### config.mk
export PLATFORM = sky130hd
export DESIGN_NAME = sss_top
export DESIGN_NICKNAME = d
export VERILOG_FILES = /design/src/sss_pkg.sv /design/src/sss_tmr_if.sv /design/src/sss_sync2.sv /design/src/sss_step_timer.sv /design/src/sss_top.sv
export VERILOG_INCLUDE_DIRS = /design/src
export SDC_FILE = /design/constraint.sdc
export NUM_CORES = 1
export LEC_CHECK = 0
export BUFFER_PORTS_ARGS = -buffer_cell sky130_fd_sc_hd__buf_2
export CAP_MARGIN = 40
export CORE_MARGIN = 2
export CORE_UTILIZATION = 56
export CTS_CLUSTER_SIZE = 10
export DETAILED_ROUTE_END_ITERATION = 10
export GPL_TIMING_DRIVEN = 0
export PLACE_DENSITY_LB_ADDON = 0.05
export SLEW_MARGIN = 20
export SYNTH_ARGS = -nofsm -noshare
export SYNTH_HDL_FRONTEND = slang
export SYNTH_SLANG_ARGS = --single-unit
### constraint.sdc
create_clock -name aclk -period 2.35 [get_ports aclk]
set_input_delay 0.47 -clock aclk [delete_from_list [all_inputs] [get_ports aclk]]
set_output_delay 0.47 -clock aclk [all_outputs]
set_load 0.01 [all_outputs]
### src/sss_defs.svh
// Constants for the sleep-state sequencer: offsets, fields, resets, timing
// Notes on behaviour
// - S2 turns off resources referenced to S0 or S1; memory retention rail stays.
// - S3 turns off resources referenced to S0, S1 or S2.
// - S4 turns off resources referenced to S0 through S3.
// - S2 and S3 keep memory in self-refresh with its supply on.
// - S4 may drop memory power; contents are not kept.
// - In S2, S3, S4 processors stop and may lose power.
// - While asleep, devices whose resources are not all on go to off.
// - In S4 every device is forced to the off state.
// - Enabled wake in S2..S4 returns to working, processor starts at boot.
// - Some wake sources may work in S2 but not in S3.
// - Software sets the go bit after saving memory; S4 power-down starts.
// - Firmware hibernate path support implies direct software S4 path works.
// - Soft-off kind code differs from S4; boot firmware can tell them apart.
// - Leaving soft-off is a full cold boot with no saved context.
// - Wake result bit 0x1 means no power, 0x2 means thermal failure.
// - Wake result tracking is optional in hardware.
// - Supply state reached reports the sleep state the supply actually hit.
// - Writing one to the wake flag bit clears it.
`ifndef SSS_DEFS_SVH
`define SSS_DEFS_SVH
`define SSS_AW 8
`define SSS_A_CTRL 8'h00
`define SSS_A_STAT 8'h04
`define SSS_A_WEN 8'h08
`define SSS_A_WRES 8'h0C
`define SSS_A_KMAP 8'h10
`define SSS_A_DREF 8'h14
`define SSS_F_GO 3
`define SSS_F_FWP 4
`define SSS_F_WAK 0
`define SSS_F_PSS 4
`define SSS_F_LAST 8
`define SSS_F_COLD 11
`define SSS_F_FWU 12
`define SSS_WR_POWER 0
`define SSS_WR_THERM 1
`define SSS_K_S2 0
`define SSS_K_S3 4
`define SSS_K_S4 8
`define SSS_K_S5 12
`define SSS_KMAP_RST 16'h5432
`define SSS_S0 3'h0
`define SSS_S2 3'h2
`define SSS_S3 3'h3
`define SSS_S4 3'h4
`define SSS_S5 3'h5
`define SSS_NRES 4
`define SSS_NDEV 8
`define SSS_NWAKE 8
`define SSS_RES_ALL 4'hF
`define SSS_RES_S2 4'hC
`define SSS_RES_S3 4'h8
`define SSS_RES_S4 4'h0
`define SSS_OKAY 2'h0
`define SSS_SLVERR 2'h2
`define SSS_CLK_MHZ 40
`define SSS_STEP_NS 1000
`define SSS_STEP_CYC ((`SSS_STEP_NS * `SSS_CLK_MHZ + 999) / 1000)
`endif

### src/sss_pkg.sv
// Types shared by the sleep-state sequencer modules
package sss_pkg;
    typedef logic [2:0] sss_snum_t;
    typedef enum {st_run, st_quiesce, st_power_down, st_asleep, st_power_up}
        sss_fsm_t;
endpackage

### src/sss_tmr_if.sv
// Start and done handshake between sequencer and its step timer
`timescale 1ns/1ps
interface sss_tmr_if;
    logic start;
    logic done;
    modport ctl (output start, input done);
    modport tmr (input start, output done);
endinterface

### src/sss_sync2.sv
// Two-flop synchroniser for pin inputs
`timescale 1ns/1ps
module sss_sync2
#(
    parameter int W = 1
)
(
    // Clock and reset
    input wire logic aclk,
    input wire logic aresetn,
    // Data
    input wire logic [W-1:0] d,
    output logic [W-1:0] q
);
    logic [W-1:0] meta;

    always_ff @(posedge aclk)
    begin
        if (!aresetn)
        begin
            meta <= '0;
            q <= '0;
        end
        else
        begin
            meta <= d;
            q <= meta;
        end
    end
endmodule

### src/sss_step_timer.sv
// Fixed step delay between power sequencing actions
`timescale 1ns/1ps
`include "sss_defs.svh"
module sss_step_timer
(
    // Clock and reset
    input wire logic aclk,
    input wire logic aresetn,
    // Control
    sss_tmr_if.tmr t
);
    logic [7:0] cnt;

    always_ff @(posedge aclk)
    begin
        if (!aresetn)
        begin
            cnt <= 8'h00;
            t.done <= 1'b0;
        end
        else
        begin
            t.done <= (cnt == 8'h01);
            if (t.start)
                cnt <= 8'(`SSS_STEP_CYC);
            else if (cnt != 8'h00)
                cnt <= cnt - 8'h01;
        end
    end
endmodule

### src/sss_top.sv
// Sleep-state sequencer: register slave, power steps, wake handling
//
// The register addresses and register access over AXI4-Lite were left to the implementer.
`timescale 1ns/1ps
`include "sss_defs.svh"
module sss_top
(
    // Clock and reset
    input wire logic aclk,
    input wire logic aresetn,
    // Register slave write channels
    input wire logic [`SSS_AW-1:0] awaddr,
    input wire logic awvalid,
    output logic awready,
    input wire logic [31:0] wdata,
    input wire logic [3:0] wstrb,
    input wire logic wvalid,
    output logic wready,
    output logic [1:0] bresp,
    output logic bvalid,
    input wire logic bready,
    // Register slave read channels
    input wire logic [`SSS_AW-1:0] araddr,
    input wire logic arvalid,
    output logic arready,
    output logic [31:0] rdata,
    output logic [1:0] rresp,
    output logic rvalid,
    input wire logic rready,
    // Pins from the platform
    input wire logic [`SSS_NWAKE-1:0] wake_pin,
    input wire logic supply_ok,
    input wire logic therm_trip,
    input wire sss_pkg::sss_snum_t supply_level,
    // Power controls
    output logic [`SSS_NRES-1:0] res_on,
    output logic dram_retain,
    output logic dram_pwr_on,
    output logic cpu_pwr_on,
    output logic cpu_run,
    output logic cpu_boot,
    output logic [`SSS_NDEV-1:0] dev_force_off,
    output logic cold_boot
);
    import sss_pkg::*;

    localparam int NW = `SSS_NWAKE + 5;

    logic [NW-1:0] pin_raw;
    logic [NW-1:0] pin_s;
    logic [`SSS_NWAKE-1:0] wake_s;
    logic supply_ok_s;
    logic therm_s;
    sss_snum_t level_s;
    logic [`SSS_AW-1:0] aw_addr_q;
    logic [31:0] w_data_q;
    logic [3:0] w_strb_q;
    logic do_wr;
    logic wr_ctrl;
    logic go_req;
    logic [15:0] kmap;
    logic [15:0] wen;
    logic [15:0] dref;
    logic [2:0] kind;
    logic fw_path;
    logic fw_used;
    logic wake_seen;
    logic [1:0] wres;
    logic [1:0] wres_set;
    sss_snum_t supply_state_reached;
    sss_snum_t last_state;
    sss_snum_t target;
    sss_snum_t tgt;
    logic tgt_ok;
    sss_fsm_t fsm;
    logic tstart;
    logic tmr_done;
    logic [`SSS_NWAKE-1:0] wmask;
    logic wake_hit;
    logic wake_ok;
    logic wake_set;
    logic sleeping;
    logic deep;
    logic [31:0] rd_word;
    logic rd_hit;

    // Supply level is a slow status bus; a torn sample stays in the sleep record until the next power-down
    assign pin_raw = {supply_level, therm_trip, supply_ok, wake_pin};

    sss_sync2 #(.W(NW)) u_sync
    (
        .aclk(aclk),
        .aresetn(aresetn),
        .d(pin_raw),
        .q(pin_s)
    );

    assign wake_s = pin_s[`SSS_NWAKE-1:0];
    assign supply_ok_s = pin_s[`SSS_NWAKE];
    assign therm_s = pin_s[`SSS_NWAKE+1];
    assign level_s = pin_s[NW-1 -: 3];

    sss_tmr_if tif();

    sss_step_timer u_tmr
    (
        .aclk(aclk),
        .aresetn(aresetn),
        .t(tif)
    );

    assign tif.start = tstart;
    assign tmr_done = tif.done;

    function automatic logic addr_hit(input logic [`SSS_AW-1:0] a);
        return a == `SSS_A_CTRL || a == `SSS_A_STAT || a == `SSS_A_WEN ||
            a == `SSS_A_WRES || a == `SSS_A_KMAP || a == `SSS_A_DREF;
    endfunction

    function automatic logic [15:0] upd16(input logic [15:0] old);
        return {w_strb_q[1] ? w_data_q[15:8] : old[15:8],
            w_strb_q[0] ? w_data_q[7:0] : old[7:0]};
    endfunction

    // Write channels: address and data are taken in either order
    assign do_wr = !awready && !wready && !bvalid;

    always_ff @(posedge aclk)
    begin
        if (!aresetn)
        begin
            awready <= 1'b1;
            wready <= 1'b1;
            bvalid <= 1'b0;
            bresp <= `SSS_OKAY;
            aw_addr_q <= '0;
            w_data_q <= 32'h00000000;
            w_strb_q <= 4'h0;
        end
        else
        begin
            if (awvalid && awready)
            begin
                awready <= 1'b0;
                aw_addr_q <= awaddr;
            end
            if (wvalid && wready)
            begin
                wready <= 1'b0;
                w_data_q <= wdata;
                w_strb_q <= wstrb;
            end
            if (do_wr)
            begin
                bvalid <= 1'b1;
                bresp <= addr_hit(aw_addr_q) ? `SSS_OKAY : `SSS_SLVERR;
            end
            else if (bvalid && bready)
            begin
                bvalid <= 1'b0;
                awready <= 1'b1;
                wready <= 1'b1;
            end
        end
    end

    assign wr_ctrl = do_wr && aw_addr_q == `SSS_A_CTRL && w_strb_q[0];
    assign go_req = wr_ctrl && w_data_q[`SSS_F_GO];

    // Setup registers
    always_ff @(posedge aclk)
    begin
        if (!aresetn)
        begin
            kmap <= `SSS_KMAP_RST;
            wen <= 16'h0000;
            dref <= 16'h0000;
            kind <= `SSS_S0;
            fw_path <= 1'b0;
        end
        else if (do_wr)
        begin
            if (wr_ctrl)
            begin
                kind <= w_data_q[2:0];
                fw_path <= w_data_q[`SSS_F_FWP];
            end
            if (aw_addr_q == `SSS_A_KMAP)
                kmap <= upd16(kmap);
            if (aw_addr_q == `SSS_A_WEN)
                wen <= upd16(wen);
            if (aw_addr_q == `SSS_A_DREF)
                dref <= upd16(dref);
        end
    end

    // Soft-off is matched first so a clash with the S4 code never hides it
    always_comb
    begin
        tgt_ok = 1'b1;
        tgt = `SSS_S2;
        if (w_data_q[2:0] == kmap[`SSS_K_S5 +: 3])
            tgt = `SSS_S5;
        else if (w_data_q[2:0] == kmap[`SSS_K_S4 +: 3])
            tgt = `SSS_S4;
        else if (w_data_q[2:0] == kmap[`SSS_K_S3 +: 3])
            tgt = `SSS_S3;
        else if (w_data_q[2:0] != kmap[`SSS_K_S2 +: 3])
            tgt_ok = 1'b0;
    end

    // S2 honours every enabled source; deeper states only the survivors
    assign wmask = (target == `SSS_S2) ? wen[7:0] : wen[7:0] & wen[15:8];
    assign wake_hit = fsm == st_asleep && |(wake_s & wmask);
    assign wake_ok = wake_hit && supply_ok_s && !therm_s;
    assign wake_set = fsm == st_power_up && tmr_done;
    assign sleeping = fsm == st_power_down || fsm == st_asleep;
    assign deep = target == `SSS_S4 || target == `SSS_S5;

    // Power sequencing
    always_ff @(posedge aclk)
    begin
        if (!aresetn)
        begin
            fsm <= st_run;
            target <= `SSS_S0;
            tstart <= 1'b0;
            res_on <= `SSS_RES_ALL;
            dram_retain <= 1'b0;
            dram_pwr_on <= 1'b1;
            cpu_pwr_on <= 1'b1;
            cpu_run <= 1'b1;
            cpu_boot <= 1'b0;
        end
        else
        begin
            tstart <= 1'b0;
            cpu_boot <= 1'b0;
            case (fsm)
                st_run:
                    if (go_req && tgt_ok)
                    begin
                        target <= tgt;
                        cpu_run <= 1'b0;
                        tstart <= 1'b1;
                        fsm <= st_quiesce;
                    end
                st_quiesce:
                    if (tmr_done)
                    begin
                        case (target)
                            `SSS_S2: res_on <= `SSS_RES_S2;
                            `SSS_S3: res_on <= `SSS_RES_S3;
                            default: res_on <= `SSS_RES_S4;
                        endcase
                        dram_retain <= !deep;
                        dram_pwr_on <= !deep;
                        cpu_pwr_on <= 1'b0;
                        tstart <= 1'b1;
                        fsm <= st_power_down;
                    end
                st_power_down:
                    if (tmr_done)
                        fsm <= st_asleep;
                st_asleep:
                    if (wake_ok)
                    begin
                        res_on <= `SSS_RES_ALL;
                        dram_pwr_on <= 1'b1;
                        cpu_pwr_on <= 1'b1;
                        tstart <= 1'b1;
                        fsm <= st_power_up;
                    end
                st_power_up:
                    if (tmr_done)
                    begin
                        dram_retain <= 1'b0;
                        cpu_run <= 1'b1;
                        cpu_boot <= 1'b1;
                        fsm <= st_run;
                    end
                default:
                    fsm <= st_run;
            endcase
        end
    end

    // Device forcing follows the resource state one cycle later
    always_ff @(posedge aclk)
    begin
        if (!aresetn)
            dev_force_off <= '0;
        else
            for (int i = 0; i < `SSS_NDEV; i++)
                dev_force_off[i] <= sleeping &&
                    (deep || !res_on[dref[2*i +: 2]]);
    end

    // Status flags; a set in the clearing cycle wins
    assign wres_set[`SSS_WR_POWER] = wake_hit && !supply_ok_s;
    assign wres_set[`SSS_WR_THERM] = wake_hit && therm_s;

    always_ff @(posedge aclk)
    begin
        if (!aresetn)
        begin
            wake_seen <= 1'b0;
            wres <= 2'h0;
        end
        else
        begin
            wake_seen <= wake_set || (wake_seen && !(do_wr &&
                aw_addr_q == `SSS_A_STAT && w_strb_q[0] &&
                w_data_q[`SSS_F_WAK]));
            wres <= wres_set | (wres & ~((do_wr && aw_addr_q == `SSS_A_WRES
                && w_strb_q[0]) ? w_data_q[1:0] : 2'h0));
        end
    end

    // Sleep record for software and boot firmware
    always_ff @(posedge aclk)
    begin
        if (!aresetn)
        begin
            supply_state_reached <= `SSS_S0;
            last_state <= `SSS_S0;
            fw_used <= 1'b0;
            cold_boot <= 1'b0;
        end
        else
        begin
            if (fsm == st_power_down && tmr_done)
            begin
                supply_state_reached <= level_s;
                last_state <= target;
                fw_used <= fw_path && target == `SSS_S4;
            end
            if (wake_set)
                cold_boot <= target == `SSS_S5;
        end
    end

    // Read channel
    always_comb
    begin
        rd_word = 32'h00000000;
        rd_hit = addr_hit(araddr);
        case (araddr)
            `SSS_A_CTRL:
            begin
                rd_word[2:0] = kind;
                rd_word[`SSS_F_FWP] = fw_path;
            end
            `SSS_A_STAT:
            begin
                rd_word[`SSS_F_WAK] = wake_seen;
                rd_word[`SSS_F_PSS +: 3] = supply_state_reached;
                rd_word[`SSS_F_LAST +: 3] = last_state;
                rd_word[`SSS_F_COLD] = cold_boot;
                rd_word[`SSS_F_FWU] = fw_used;
            end
            `SSS_A_WEN: rd_word[15:0] = wen;
            `SSS_A_WRES: rd_word[1:0] = wres;
            `SSS_A_KMAP: rd_word[15:0] = kmap;
            `SSS_A_DREF: rd_word[15:0] = dref;
            default: rd_word = 32'h00000000;
        endcase
    end

    always_ff @(posedge aclk)
    begin
        if (!aresetn)
        begin
            arready <= 1'b1;
            rvalid <= 1'b0;
            rdata <= 32'h00000000;
            rresp <= `SSS_OKAY;
        end
        else if (arvalid && arready)
        begin
            arready <= 1'b0;
            rvalid <= 1'b1;
            rdata <= rd_word;
            rresp <= rd_hit ? `SSS_OKAY : `SSS_SLVERR;
        end
        else if (rvalid && rready)
        begin
            rvalid <= 1'b0;
            arready <= 1'b1;
        end
    end
endmodule

======== Word level (Yosys, flattened, before mapping) ========
Index checks and enable logic that the tools add are counted.
word-level totals
  bits in registers ....................... 202
  input bits .............................. 72
  output and inout port bits .............. 59
  word-level logic and storage cells ...... 253
operators by class
  add/subtract/negate cells ............... 1
  magnitude comparators ................... 8
  eq/ne operators ......................... 31
  muxes and demuxes ....................... 73
  bitwise logic cells ..................... 6
  reduce and logical (&&, ||, !) cells .... 94
operator list
  operator                                               count
  2-to-1 mux 32 bit                                      5
  case mux 32 bit (5 select lines)                       1
  equality test 32 x 3 -> 1 bit (second input constant)  3
  equality test 32 x 2 -> 1 bit (second input constant)  2
  logical AND 1 bit                                      33
  2-to-1 mux 1 bit                                       33
  equality test 32 x 1 -> 1 bit (second input constant)  1
  equality test 32 x 4 -> 1 bit (second input constant)  1
  equality test 8 x 4 -> 1 bit (second input constant)   4
  equality test 8 x 5 -> 1 bit (second input constant)   4
  logical NOT 32 bit                                     1
  AND reduction 3 bit                                    9
  < comparator 2 x 3 -> 1 bit (second input constant)    8
  logical OR 1 bit                                       21
  case mux 5 bit (4 select lines)                        1
  bitwise AND 8 bit                                      2
  binary-select mux 1 bit (select 2 bit)                 8
  equality test 8 x 3 -> 1 bit (second input constant)   2
  logical NOT 8 bit                                      2
  case mux 4 bit (2 select lines)                        2
  logical NOT 1 bit                                      15
  2-to-1 mux 6 bit                                       2
  nonzero test 2 bit                                     6
  case mux 1 bit (5 select lines)                        2
  27 further kinds                                       45

======== Depth between registers and ports, before layout ========
Gate-level depths: netlist of run 1.
  depth after elaboration ................. 9
  gate-level depth with buffers ........... 8
  depth with buffers taken out ............ 6

======== Modules after synthesis ========
From an unflattened synthesis of run 1, not the netlist that was laid out.
second synthesis, totals
  cells, all modules ...................... 788
  area, all modules ....................... 7111.8 um2
by module, submodules not included
  module          times used  cells an instance  area each (um2)  sequential area each (um2)
  sss_top         1           682                5910.7           2682.6
  sss_sync2       1           54                 730.7            520.5
  sss_step_timer  1           52                 470.5            180.2

======== Worst setup path before layout of run 1 ========
OpenSTA, ideal clock, no wires.
  path type ............................... in2reg
  start point ............................. input port araddr[2]
  end point ............................... register rdata[1]
  setup time .............................. 0.116 ns
  arrival time ............................ 1.832 ns
  required time ........................... 2.234 ns
  path slack .............................. 0.402 ns
  stages on the path ...................... 6
  path buffers ............................ 2
  path through ............................ clkbuf_1 clkbuf_1 mux2_2 a32oi_1 nand2_1 o211a_1
between the ends
  word-level cells in the longest chain between the ends .. 2
  elaborated cells between the ends (all ways) .. 6
  classes of those cells .................. eq/ne: 4; mux: 1; reduce/logical: 1
ends and longest elaborated chain
  element                                               RTL line        text
  from (decl)                                           sss_top.sv:23   input wire logic [`SSS_AW-1:0] araddr,
  equality test 8 x 5 -> 1 bit (tied with other cells)  sss_top.sv:348  case (araddr)
  case mux 1 bit (5 select lines) (*)                   sss_top.sv:348
  to (signal assigned)                                  sss_top.sv:383  rdata <= rd_word;
  to (decl)                                             sss_top.sv:26   output logic [31:0] rdata,
Every way passes the cells marked *; elsewhere a longest branch is shown, timed or not.
A chain may end at the register's enable or synchronous reset.

======== Final worst setup path of run 1 ========
  start point ............................. register w_data_q[0]
  end point ............................... register tstart (netlist: tif.start)
between the ends
  word-level cells in the longest chain between the ends .. 8
  elaborated cells between the ends (all ways) .. 11
  classes of those cells .................. eq/ne: 4; mux: 6; reduce/logical: 1
ends and longest elaborated chain
  element                              RTL line        text
  from (decl)                          sss_top.sv:56   logic [31:0] w_data_q;
  from (signal assigned)               sss_top.sv:150  w_data_q <= wdata;
  != test 3 bit                        sss_top.sv:208  else if (w_data_q[2:0] != kmap[`SSS_K_S2 +: 3])
  2-to-1 mux 1 bit                     sss_top.sv:208
  2-to-1 mux 1 bit                     sss_top.sv:206  else if (w_data_q[2:0] == kmap[`SSS_K_S3 +: 3])
  2-to-1 mux 1 bit                     sss_top.sv:204  else if (w_data_q[2:0] == kmap[`SSS_K_S4 +: 3])
  2-to-1 mux 1 bit (*)                 sss_top.sv:202  if (w_data_q[2:0] == kmap[`SSS_K_S5 +: 3])
  logical AND 1 bit (*)                sss_top.sv:241  if (go_req && tgt_ok)
  2-to-1 mux 1 bit (*)                 sss_top.sv:241
  case mux 1 bit (3 select lines) (*)  sss_top.sv:239  case (fsm)
  to (signal assigned)                 sss_top.sv:237  tstart <= 1'b0;
  to (signal assigned)                 sss_top.sv:245  tstart <= 1'b1;
  to (signal assigned)                 sss_top.sv:259  tstart <= 1'b1;
  to (decl)                            sss_top.sv:76   logic tstart;
Marks and branches as above.

==> summary.md, run 1 <==
| Metric | Value |
|---|---|
| Die H | 118 um |
| Routed Antenna Nets | 0 |
| Clock network fraction of total power | between 30% and 40% |
| Period utilization | 94.3% |
| Finish-stage setup viols | 0 |
| CTS buffer count | 17 |
| Top Ports | 131 |
| Die ar. | between 0.01 and 0.015 mm^2 |
| Worst Reg2Reg Path Length in Cells | 6 |
| Worst slew pin tran | 0.872 ns |
| Nets | 1005 |
| Largest buffer count on any clock path | 2 |
| Ys flop type | dfxtp_1 |
| Routing usage on met2 | 47.1% |
| Area occupied by multi-input gates | 0.00366 mm^2 |
| Switch Pwr | 1.62 mW |
| Post-route total power | roughly 6.4 mW |
| Hold path depth | 2 |
| Iter 0 DRT Violations | 543 |
| GP Congestion | 0.940 |
| Largest cells by area after synthesis | dfxtp_1, mux2i_1, nand2_1 |
| Hold Crit Class | input pin to flop |
| H-Tree Depth | 4 |
| Clock Skews | 0.0119 ns |
| DRC viols | 0 |
| Outcome | finished, final reports clean |
| Placed cell area | 0.00807 mm^2 |
| Post-synth EDFFs | 0 |
| Design area | 0.00862 mm^2 |
| Area grow syn2layout | 17.5% |
| Top Family by Delay on Critical Path | simple AND/OR/NAND/NOR gates |
| Critical Path Sink Type | flop |
| Storage cell area | 0.00338 mm^2 |
| Critical path depth | 6 |
| Initial antenna violation count | 0 |
| Largest net degree at the start of global routing | 17 |
| Slowest stage delay, CP | 0.54 ns |
| Cell Area, Synth | 0.00734 mm^2 |
| Number of placement rows | 41 |
| Power Dens Cells | 742 mW/mm^2 |
| Worst Path Max Fanout | 10 |
| Max frequency | 0.451 GHz |
| Sw Ratio | about a quarter |
| CP max stage cell | nor4_2 |
| Max transition margin | a little over two fifths |
| GRT Max-Usage Layer | met2 |
| CP Launch Type | flop |
| Util after Layout | 67.7% |
| Critical path class | flop to flop |
| Sequential Power Share | 48.7% |
| CP Cell Sequence | buf_2 > xor2_1 > nor3_2 > nor4_2 > nor4_4 > o311a_2 |
| Grt met3 use | about 7.3% |
| Layout filler cell count | 1097 |
| Clock Latency Late Sink | roughly 0.44 ns |
| Synth cell count leaders | dfxtp_1, nand2_1, nor2b_1, mux2i_1, a21boi_0 |
| Fin crit period | 2.22 ns |
| Max-Cap Viols | 0 |
| Drt total wl | 20100 um |
| Initial Util | 57.7% |
| WL/cell | 18.0 um |
| Gr usage total | 29.4% |
| CP bufs+invs | 1 |
| Post-synth top area share | 46.1% |
| Most common cell in the synthesized netlist | dfxtp_1 |
| Ys async rst share | 0% |
| CP arrival | 2.53 ns |
| Routed vias/inst | 5.58 |
| Share of cells above drive strength 1 | 19.3% |
| Root Driver | clkbuf_16 |
| Diode count | 0 |
| Non-filler instance count after layout | 1114 |
| R2r setup slk | 0.13 ns |
| Worst-path clk slew | ~0.06 ns |
| Pre-antenna DRT Iters | 6 |
| Vias in the first global route | about 6000 |
| Maximum vdd ir drop | 686 uV |
| Sequential cell area fraction in the yosys report | 46.1% |
| Setup TNS | 0 ns |
| Hold buffer count at cts | 0 |
| Max Slew Vio Count | 0 |
| GR Util met1 | roughly 37% |
| RSZ-0062 raised after global routing | false |
| Chip Width | 118 um |
| Mean area per synthesized cell | between 9 and 10 um^2 |
| Crit path required time | between 2 and 3 ns |
| CTS tree | done |
| First-pass GRT wire length | 31800 um |
| Sink Count | 169 |
| Synthesis warning total | 0 |
| Synth cell types | between 60 and 70 |
| Port bufs | 90 |
| Yosys top cell by area | dfxtp_1 |
| Via count | 6216 |
| Synth Instances | just over 800 |
| Leak Pwr | 3.45 nW |
| Placeable Area | 0.0127 mm^2 |
| Post-DP HPWL | between 15000 and 20000 um |
| FF+latch count, synth | about 170 |
| Int Pwr | 4.77 mW |
| Dpl cells | roughly 1100 |
| Gr ovfl total | 0 |
| Final Hold Vio Count | 0 |
| Comb pwr share | 11.5% |
==> kinds of logic (layout without fill, tap and decap cells) <==
| logic type | after synthesis | in the layout | share of synthesized area (%) |
|---|---|---|---|
| AO/OA/AOI/OAI | 164 | 164 | 15.4 |
| XOR/XNOR | 19 | 19 | 2.27 |
| adder cells (fa/ha/maj) | 2 | 2 | 0.341 |
| buffers and inverters | 76 | 196 | 5.20 |
| flip-flops | 169 | 169 | 46.1 |
| multiplexers | 55 | 55 | 7.79 |
| other | 1 | 18 | 0.0511 |
| AND/OR/NAND/NOR | 319 | 319 | 22.8 |
==> sequential cells by signal (all words and copies together), names as in the netlist, 2 cells and up <==
| signal | flops |
|---|---|
| aw_addr_q | 8 |
| dev_force_off | 8 |
| dref | 16 |
| fsm | 3 |
| kind | 3 |
| kmap | 16 |
| last_state | 3 |
| rdata | 16 |
| res_on | 3 |
| supply_state_reached | 3 |
| target | 3 |
| u_sync.meta | 13 |
| u_sync.q | 13 |
| u_tmr.cnt | 8 |
| w_data_q | 16 |
| w_strb_q | 2 |
| wen | 16 |
| wres | 2 |
==> metal layers <==
metal | vias up | wire length, um
met2 | 265 | 9330
met4 | 0 | 740
li1 | 3000 | -
met3 | 37 | 1470
met1 | 2914 | 8530
met5 | - | 0
==> final timing paths <==
kind / to / startpoint
max: tif.start$_SDFF_PN0_ / w_data_q[0]$_SDFFE_PN0P_
min: u_sync.meta[1]$_SDFF_PN0_ / wake_pin[1]
max reg2reg: tif.start$_SDFF_PN0_ / w_data_q[0]$_SDFFE_PN0P_
min reg2reg: u_sync.q[7]$_SDFF_PN0_ / u_sync.meta[7]$_SDFF_PN0_
==> cell type report <==
cell class	count	share of cell area, %
Clock inverter	10	0.929
Clock buffer	20	5.18
Sequential cell	169	39.3
Inverter	8	0.348
Tap cell	172	2.50
Timing Repair Buffer	90	5.23
Multi-Input combinational cell	577	42.5
Buffer	68	4.08
==> per-stage QoR <==
stage / setup WS, ns / hold slack, ns
6_report: 0.135 / 0.243
5_1_grt: 0.0221 / 0.235
4_1_cts: 0.115 / 0.226
3_5_place_dp: -0.0601 / 0.422
3_3_place_gp: -0.0250 / 0.419
2_1_floorplan: 0.402 / 0.412
==> power groups by stage <==
stage	registers (mW)	clock network, mW	logic, mW
after floorplan	3.14	0	0.540
after global placement	3.16	0	0.692
after detailed placement	3.17	0	0.725
after CTS	3.11	2.59	0.731
after global routing	3.13	2.73	0.827
final	3.11	2.55	0.735
==> placed cells by master (no fill, tap or decap), drive strengths merged, types with 10 or more instances in the layout <==
master   count
buf        128
nand3       29
o2bb2ai     11
o21ai       22
clkbuf      50
conb        18
and2        30
a21boi      46
nor3        10
mux2i       47
a21oi       33
a22oi       23
xor2        11
nand2      123
dfxtp      169
nor2        27
and3        10
nor2b       53
==> what timing repair did <==
item / CTS / global route
endpoints found under the setup margin: 1 / 7
resized for setup: 1 / 3
pin swaps: 0 / 1
buffers inserted: 0 / 0
Note: power is estimated with default switching activity, not from simulation.
==> run 2, diff against run 1 <==
--- a/config.mk
+++ b/config.mk
@@ -7,9 +7,10 @@
 export NUM_CORES = 1
 export LEC_CHECK = 0
 export BUFFER_PORTS_ARGS = -buffer_cell sky130_fd_sc_hd__buf_2
-export CAP_MARGIN = 40
+export CAP_MARGIN = 30
 export CORE_MARGIN = 2
-export CORE_UTILIZATION = 56
+export CORE_UTILIZATION = 58
+export CTS_BUF_LIST = sky130_fd_sc_hd__clkbuf_2 sky130_fd_sc_hd__clkbuf_4 sky130_fd_sc_hd__clkbuf_8
 export CTS_CLUSTER_SIZE = 10
 export DETAILED_ROUTE_END_ITERATION = 10
 export GPL_TIMING_DRIVEN = 0
==> summary.md, run 2 (same netlist as run 1, synthesis figures left out) <==
| Metric | Value |
|---|---|
| Outcome | finished, final reports clean (unchanged) |
| Post-route total power | 6.46 mW (was 6.39 mW) |
| R2r startpoint | aw_addr_q[1]$_SDFFE_PN0P_ (was w_data_q[0]$_SDFFE_PN0P_) |
| Fin crit period | 2.21 ns (was 2.22 ns) |
| Chip Width | 116 um (was 118 um) |
| Largest buffer count on any clock path | 2 (unchanged) |
| R2r setup slk | 0.14 ns (was 0.13 ns) |
| Placeable Area | 0.0125 mm^2 (was 0.0127 mm^2) |
| Max-Cap Viols | 0 (unchanged) |
| Worst Path Max Fanout | 9 (was 10) |
| Sink Count | 169 (unchanged) |
| Maximum vdd ir drop | 643 uV (was 686 uV) |
| WL/cell | 17.7 um (was 18.0 um) |
| Iter 0 DRT Violations | 486 (was 543) |
| Clock Skews | 0.00990 ns (was 0.0119 ns) |
| Area grow syn2layout | 17.5% (about the same) |
| Slowest stage delay, CP | 0.55 ns (was 0.54 ns) |
| Crit-path most repeated cell | nand2_1 |
| Crit path required time | 2.69 ns (was 2.66 ns) |
| Power Dens Cells | 750 mW/mm^2 (was 742 mW/mm^2) |
| Port bufs | 90 (unchanged) |
| H-Tree Depth | 4 (unchanged) |
| Drt total wl | 19800 um (was 20100 um) |
| Gr ovfl total | 0 (unchanged) |
| Worst Reg2Reg Path Length in Cells | 7 (was 6) |
| Share of cells above drive strength 1 | 19.7% (was 19.3%) |
| Largest net degree at the start of global routing | 17 (unchanged) |
| Post-DP HPWL | 15000 um (was 15100 um) |
| CP max stage cell | or4_4 (was nor4_2) |
| Top Ports | 131 (unchanged) |
| Die ar. | 0.0136 mm^2 (was 0.0140 mm^2) |
| Initial antenna violation count | 0 (unchanged) |
| Leak Pwr | 3.45 nW (about the same) |
| Most frequent cells in the layout | dfxtp_1, nand2_1, buf_2 (unchanged) |
| CTS buffer count | 17 (unchanged) |
| Vias in the first global route | 5646 (was 5984) |
| Final Hold Vio Count | 0 (unchanged) |
| CP Cell Sequence | or4_4 > nor4b_4 > and2_2 > buf_4 > nand2_1 > nand2_1 > a21boi_0 (was buf_2 > xor2_1 > nor3_2 > nor4_2 > nor4_4 > o311a_2) |
| Worst slew pin tran | 0.812 ns (was 0.872 ns) |
| R2R Path End | wen[6]$_SDFFE_PN0P_ (was tif.start$_SDFF_PN0_) |
| First-pass GRT wire length | 29900 um (was 31800 um) |
| GP Congestion | 1.00 (was 0.940) |
| Routed vias/inst | 5.45 (was 5.58) |
| Clock Latency Late Sink | 0.46 ns (was 0.44 ns) |
| CTS tree | done (unchanged) |
| Finish-stage setup viols | 0 (unchanged) |
| CP Launch Type | flop (unchanged) |
| Most common cell after layout, fill and taps aside | dfxtp_1 (unchanged) |
| Number of placement rows | 41 (unchanged) |
| Root Driver | clkbuf_8 (was clkbuf_16) |
| Pre-antenna DRT Iters | 5 (was 6) |
| Hold Crit Class | input pin to flop (unchanged) |
| Worst-path clk slew | 0.09 ns (was 0.06 ns) |
| Max transition margin | 45.9% (was 41.9%) |
| Max Slew Vio Count | 0 (unchanged) |
| Hold path depth | 2 (unchanged) |
| Initial Util | 58.9% (was 57.7%) |
| Diode count | 0 (unchanged) |
| RSZ-0062 raised after global routing | false (unchanged) |
| Critical Path Sink Type | flop (unchanged) |
| Critical Path Start | aw_addr_q[1]$_SDFFE_PN0P_ (was w_data_q[0]$_SDFFE_PN0P_) |
| Period utilization | 94.0% (was 94.3%) |
| Routed Antenna Nets | 0 (unchanged) |
| Max frequency | 0.453 GHz (was 0.451 GHz) |
| Gr usage total | 29.7% (was 29.4%) |
| CP arrival | 2.55 ns (was 2.53 ns) |
| Critical path class | flop to flop (unchanged) |
| Die H | 116 um (was 118 um) |
| Crit path capture | wen[6]$_SDFFE_PN0P_ (was tif.start$_SDFF_PN0_) |
| DRC viols | 0 (unchanged) |
| Via count | 6085 (was 6216) |
| Nets | 1005 (unchanged) |
| Hold Slack | 0.212 ns (was 0.243 ns) |
==> run 2: cell types whose count changed in the layout (fill, tap and decap cells not counted) <==
cell and delta:
clkbuf_16 -17, clkinv_2 -6, nor4_2 -1, bufinv_16 +6
clkbuf_1 -2, inv_6 +1, clkbuf_4 +1, clkbuf_8 +19
nor4_4 +1
==> run 2: worst min path at each step <==
stage,startpoint,endpoint,slack (ns)
finish,wake_pin[0],u_sync.meta[0]$_SDFF_PN0_,0.21
global route,wake_pin[0],u_sync.meta[0]$_SDFF_PN0_,0.20
CTS,supply_level[2],u_sync.meta[12]$_SDFF_PN0_,0.19
detailed placement,u_sync.meta[11]$_SDFF_PN0_,u_sync.q[11]$_SDFF_PN0_,0.42
global placement,u_sync.meta[11]$_SDFF_PN0_,u_sync.q[11]$_SDFF_PN0_,0.42
floorplan,u_sync.meta[0]$_SDFF_PN0_,u_sync.q[0]$_SDFF_PN0_,0.41
==> run 2: power breakdown <==
part	internal (mW)	switching [mW]
Sequential	2.99	0.119
Combinational	0.327	0.408
Clock	1.58	1.04
Total	4.89	1.57
==> run 2: timing repair <==
item	4_1_cts	5_1_grt
setup endpoints to repair	0	8
resized for setup	0	5
hold buffers	0	0
buffers inserted	0	0
==> run 2: final cells by class <==
type,count,area (um^2)
multi-input combinational,577,3670
clock buffer,21,283
buffer,68,352
tap,172,215
timing repair buffer,90,450
fill,1028,3840
clock inverter,11,239
sequential,169,3380
inverter,8,30.0
==> run 2: stage by stage <==
step	setup TNS, ns	utilization [%]	setup slack [ns]	cells	cell area (um^2)
floorplan	0	-	0.402	822	7400
CTS	0	68.9	0.0573	1116	8590
global route	0	69.2	0.00199	1116	8620
global placement	-0.208	64.7	-0.208	1084	8070
detailed placement	-0.203	64.7	-0.203	1084	8070
finish	0	69.2	0.142	1116	8620
==> run 2: layer usage <==
metal	GRT usage (%)	vias to the layer above	share of wire (%)	routed length (um)
met5	0	-	0	0
met4	12.6	0	3.2	638
met3	4.98	35	5.8	1150
met2	49.1	224	46	9150
met1	38.4	2827	45	8830
li1	-	2999	-	-
==> run 2: critical path, delay by kind of cell, from the launching register on <==
family / cells / cell delay, ns
AND/OR/NAND/NOR: 5 / 1.53
AO/OA/AOI/OAI: 1 / 0.08
buffers and inverters: 1 / 0.15
flip-flops: 1 / 0.32
==> run 3, diff against run 2 <==
--- a/config.mk
+++ b/config.mk
@@ -14,6 +14,7 @@
 export CTS_CLUSTER_SIZE = 10
 export DETAILED_ROUTE_END_ITERATION = 10
 export GPL_TIMING_DRIVEN = 0
+export MAX_ROUTING_LAYER = met4
 export PLACE_DENSITY_LB_ADDON = 0.05
 export SLEW_MARGIN = 20
 export SYNTH_ARGS = -nofsm -noshare
==> summary.md, run 3 (same netlist as run 1, synthesis figures left out) <==
| Metric | Value |
|---|---|
| Outcome | finished, final reports clean (unchanged) |
| Max frequency | 0.441 GHz (was 0.453 GHz) |
| Top Ports | 131 (unchanged) |
| WL/cell | 17.6 um (was 17.7 um) |
| Slowest stage delay, CP | 0.58 ns (was 0.55 ns) |
| Root Driver | clkbuf_8 (unchanged) |
| CP max stage cell | nor4_2 (was or4_4) |
| Hold buffer count at cts | 0 (unchanged) |
| Drt total wl | 19600 um (was 19800 um) |
| Sink Count | 169 (unchanged) |
| Via count | 6170 (was 6085) |
| Diode count | 0 (unchanged) |
| Gr ovfl total | 0 (unchanged) |
| Max transition margin | 45.2% (was 45.9%) |
| R2r startpoint | w_data_q[0]$_SDFFE_PN0P_ (was aw_addr_q[1]$_SDFFE_PN0P_) |
| R2r setup slk | 0.08 ns (was 0.14 ns) |
| Crit path required time | 2.70 ns (was 2.69 ns) |
| Crit path setup slack, layout | 0.0828 ns (was 0.142 ns) |
| Clock Skews | 0.00941 ns (was 0.00990 ns) |
| Most frequent cells in the layout | dfxtp_1, nand2_1, buf_2 (unchanged) |
| Routed Antenna Nets | 0 (unchanged) |
| Power Dens Cells | 688 mW/mm^2 (was 750 mW/mm^2) |
| Critical path class | flop to flop (unchanged) |
| Die ar. | 0.0136 mm^2 (unchanged) |
| Worst-path clk slew | 0.08 ns (was 0.09 ns) |
| Routed vias/inst | 5.52 (was 5.45) |
| CP Cell Sequence | buf_2 > xor2_1 > nor3_2 > nor4_2 > nor4_4 > o311a_2 (was or4_4 > nor4b_4 > and2_2 > buf_4 > nand2_1 > nand2_1 > a21boi_0) |
| Area grow syn2layout | 15.6% (was 17.5%) |
| Hold Crit Class | input pin to flop (unchanged) |
| Post-DP HPWL | 15000 um (about the same) |
| First-pass GRT wire length | 30300 um (was 29900 um) |
| Gr usage total | 30.8% (was 29.7%) |
| Worst Reg2Reg Path Length in Cells | 6 (was 7) |
| Port bufs | 90 (unchanged) |
| R2R Path End | tif.start$_SDFF_PN0_ (was wen[6]$_SDFFE_PN0P_) |
| Die H | 116 um (unchanged) |
| RSZ-0062 raised after global routing | false (unchanged) |
| Worst slew pin tran | 0.822 ns (was 0.812 ns) |
| Hold Path End | wready$_SDFF_PN1_ (was u_sync.meta[0]$_SDFF_PN0_) |
| H-Tree Depth | 4 (unchanged) |
| Share of cells above drive strength 1 | 19.8% (was 19.7%) |
| Placeable Area | 0.0125 mm^2 (unchanged) |
| Leak Pwr | 3.38 nW (was 3.45 nW) |
| Final Hold Vio Count | 0 (unchanged) |
| Initial Util | 58.9% (unchanged) |
| Fin crit period | 2.27 ns (was 2.21 ns) |
| Maximum vdd ir drop | 765 uV (was 643 uV) |
| Period utilization | 96.5% (was 94.0%) |
| Pre-antenna DRT Iters | 5 (unchanged) |
| Hold Slack | 0.206 ns (was 0.212 ns) |
| Critical Path Sink Type | flop (unchanged) |
| CP arrival | 2.62 ns (was 2.55 ns) |
| Initial antenna violation count | 0 (unchanged) |
| CTS buffer count | 17 (unchanged) |
| Largest buffer count on any clock path | 2 (unchanged) |
| Hold wc startpoint | wvalid (was wake_pin[0]) |
| CTS tree | done (unchanged) |
| Hold path depth | 2 (unchanged) |
| Chip Width | 116 um (unchanged) |
| Largest net degree at the start of global routing | 17 (unchanged) |
| Worst Path Max Fanout | 10 (was 9) |
| Nets | 1007 (was 1005) |
| Finish-stage setup viols | 0 (unchanged) |
| Max Slew Vio Count | 0 (unchanged) |
| Max-Cap Viols | 0 (unchanged) |
| Setup WS pre-CTS | -0.259 ns (was -0.203 ns) |
| Clock Latency Late Sink | 0.47 ns (was 0.46 ns) |
| DRC viols | 0 (unchanged) |
| Number of placement rows | 41 (unchanged) |
| GP Congestion | 0.999 (was 1.00) |
| Most common cell after layout, fill and taps aside | dfxtp_1 (unchanged) |
| Vias in the first global route | 5624 (was 5646) |
| CP Launch Type | flop (unchanged) |
| Iter 0 DRT Violations | 427 (was 486) |
[run 3: cell types whose count changed in the layout (fill, tap and decap cells not counted), sizes merged]
cell,previous run,this run
bufinv,7,1
clkinv,2,6
clkinvlp,2,5
buf,128,130
inv,8,7
[run 3: layout make-up]
type / count / area, um^2
Fill cell: 1064 / 3990
Clock buffer: 21 / 289
Clock inverter: 11 / 96.3
Timing Repair Buffer: 92 / 465
Buffer: 68 / 352
Inverter: 8 / 30.0
Sequential cell: 169 / 3380
Tap cell: 172 / 215
Multi-Input combinational cell: 577 / 3650
[run 3: timing repair]
action                     CTS  global route
gates resized for setup      0             2
setup endpoints to repair    0            13
buffers inserted             0             2
[run 3: worst max path at each step]
stage                                   from  depth (start not counted)  slack (ns)               endpoint
detailed placement                 araddr[2]                          6       -0.26  rdata[1]$_SDFFE_PN0P_
floorplan                          araddr[2]                          6        0.40  rdata[1]$_SDFFE_PN0P_
finish              w_data_q[0]$_SDFFE_PN0P_                          6        0.08   tif.start$_SDFF_PN0_
CTS                   target[1]$_SDFFE_PN0P_                          6        0.09   tif.start$_SDFF_PN0_
global route        w_data_q[0]$_SDFFE_PN0P_                          6     0.00008   tif.start$_SDFF_PN0_
global placement                   araddr[2]                          6       -0.22  rdata[1]$_SDFFE_PN0P_
[run 3: power breakdown]
| part | switching [mW] | internal (mW) |
|---|---|---|
| Clock | 1.04 | 0.942 |
| Combinational | 0.415 | 0.328 |
| Sequential | 0.121 | 2.99 |
[run 3: critical path: cells and delay by family, from the launching register on]
family	cells	cell delay [ns]
AOI/OAI and AO/OA	1	0.42
xor gates and xnor gates	1	0.21
buffers and inverters	1	0.31
DFF	1	0.40
and+or+nand+nor	3	0.82
[run 3: metal layers]
metal,global-route usage (%),routed length (um)
met1,38.9,8590
met2,48.5,9010
met3,6.28,1410
met4,12.5,631
met5,-,0
[run 3: through the flow]
stage	instances	TNS (ns)	area (um^2)	power, mW	util (%)
finish	1118	0	8480	5.83	68.0
detailed placement	1084	-0.259	8070	3.91	64.7
global placement	1084	-0.221	8070	3.86	64.7
floorplan	822	0	7400	3.68	-
CTS	1116	0	8450	5.84	67.8
global route	1118	0	8480	6.07	68.0
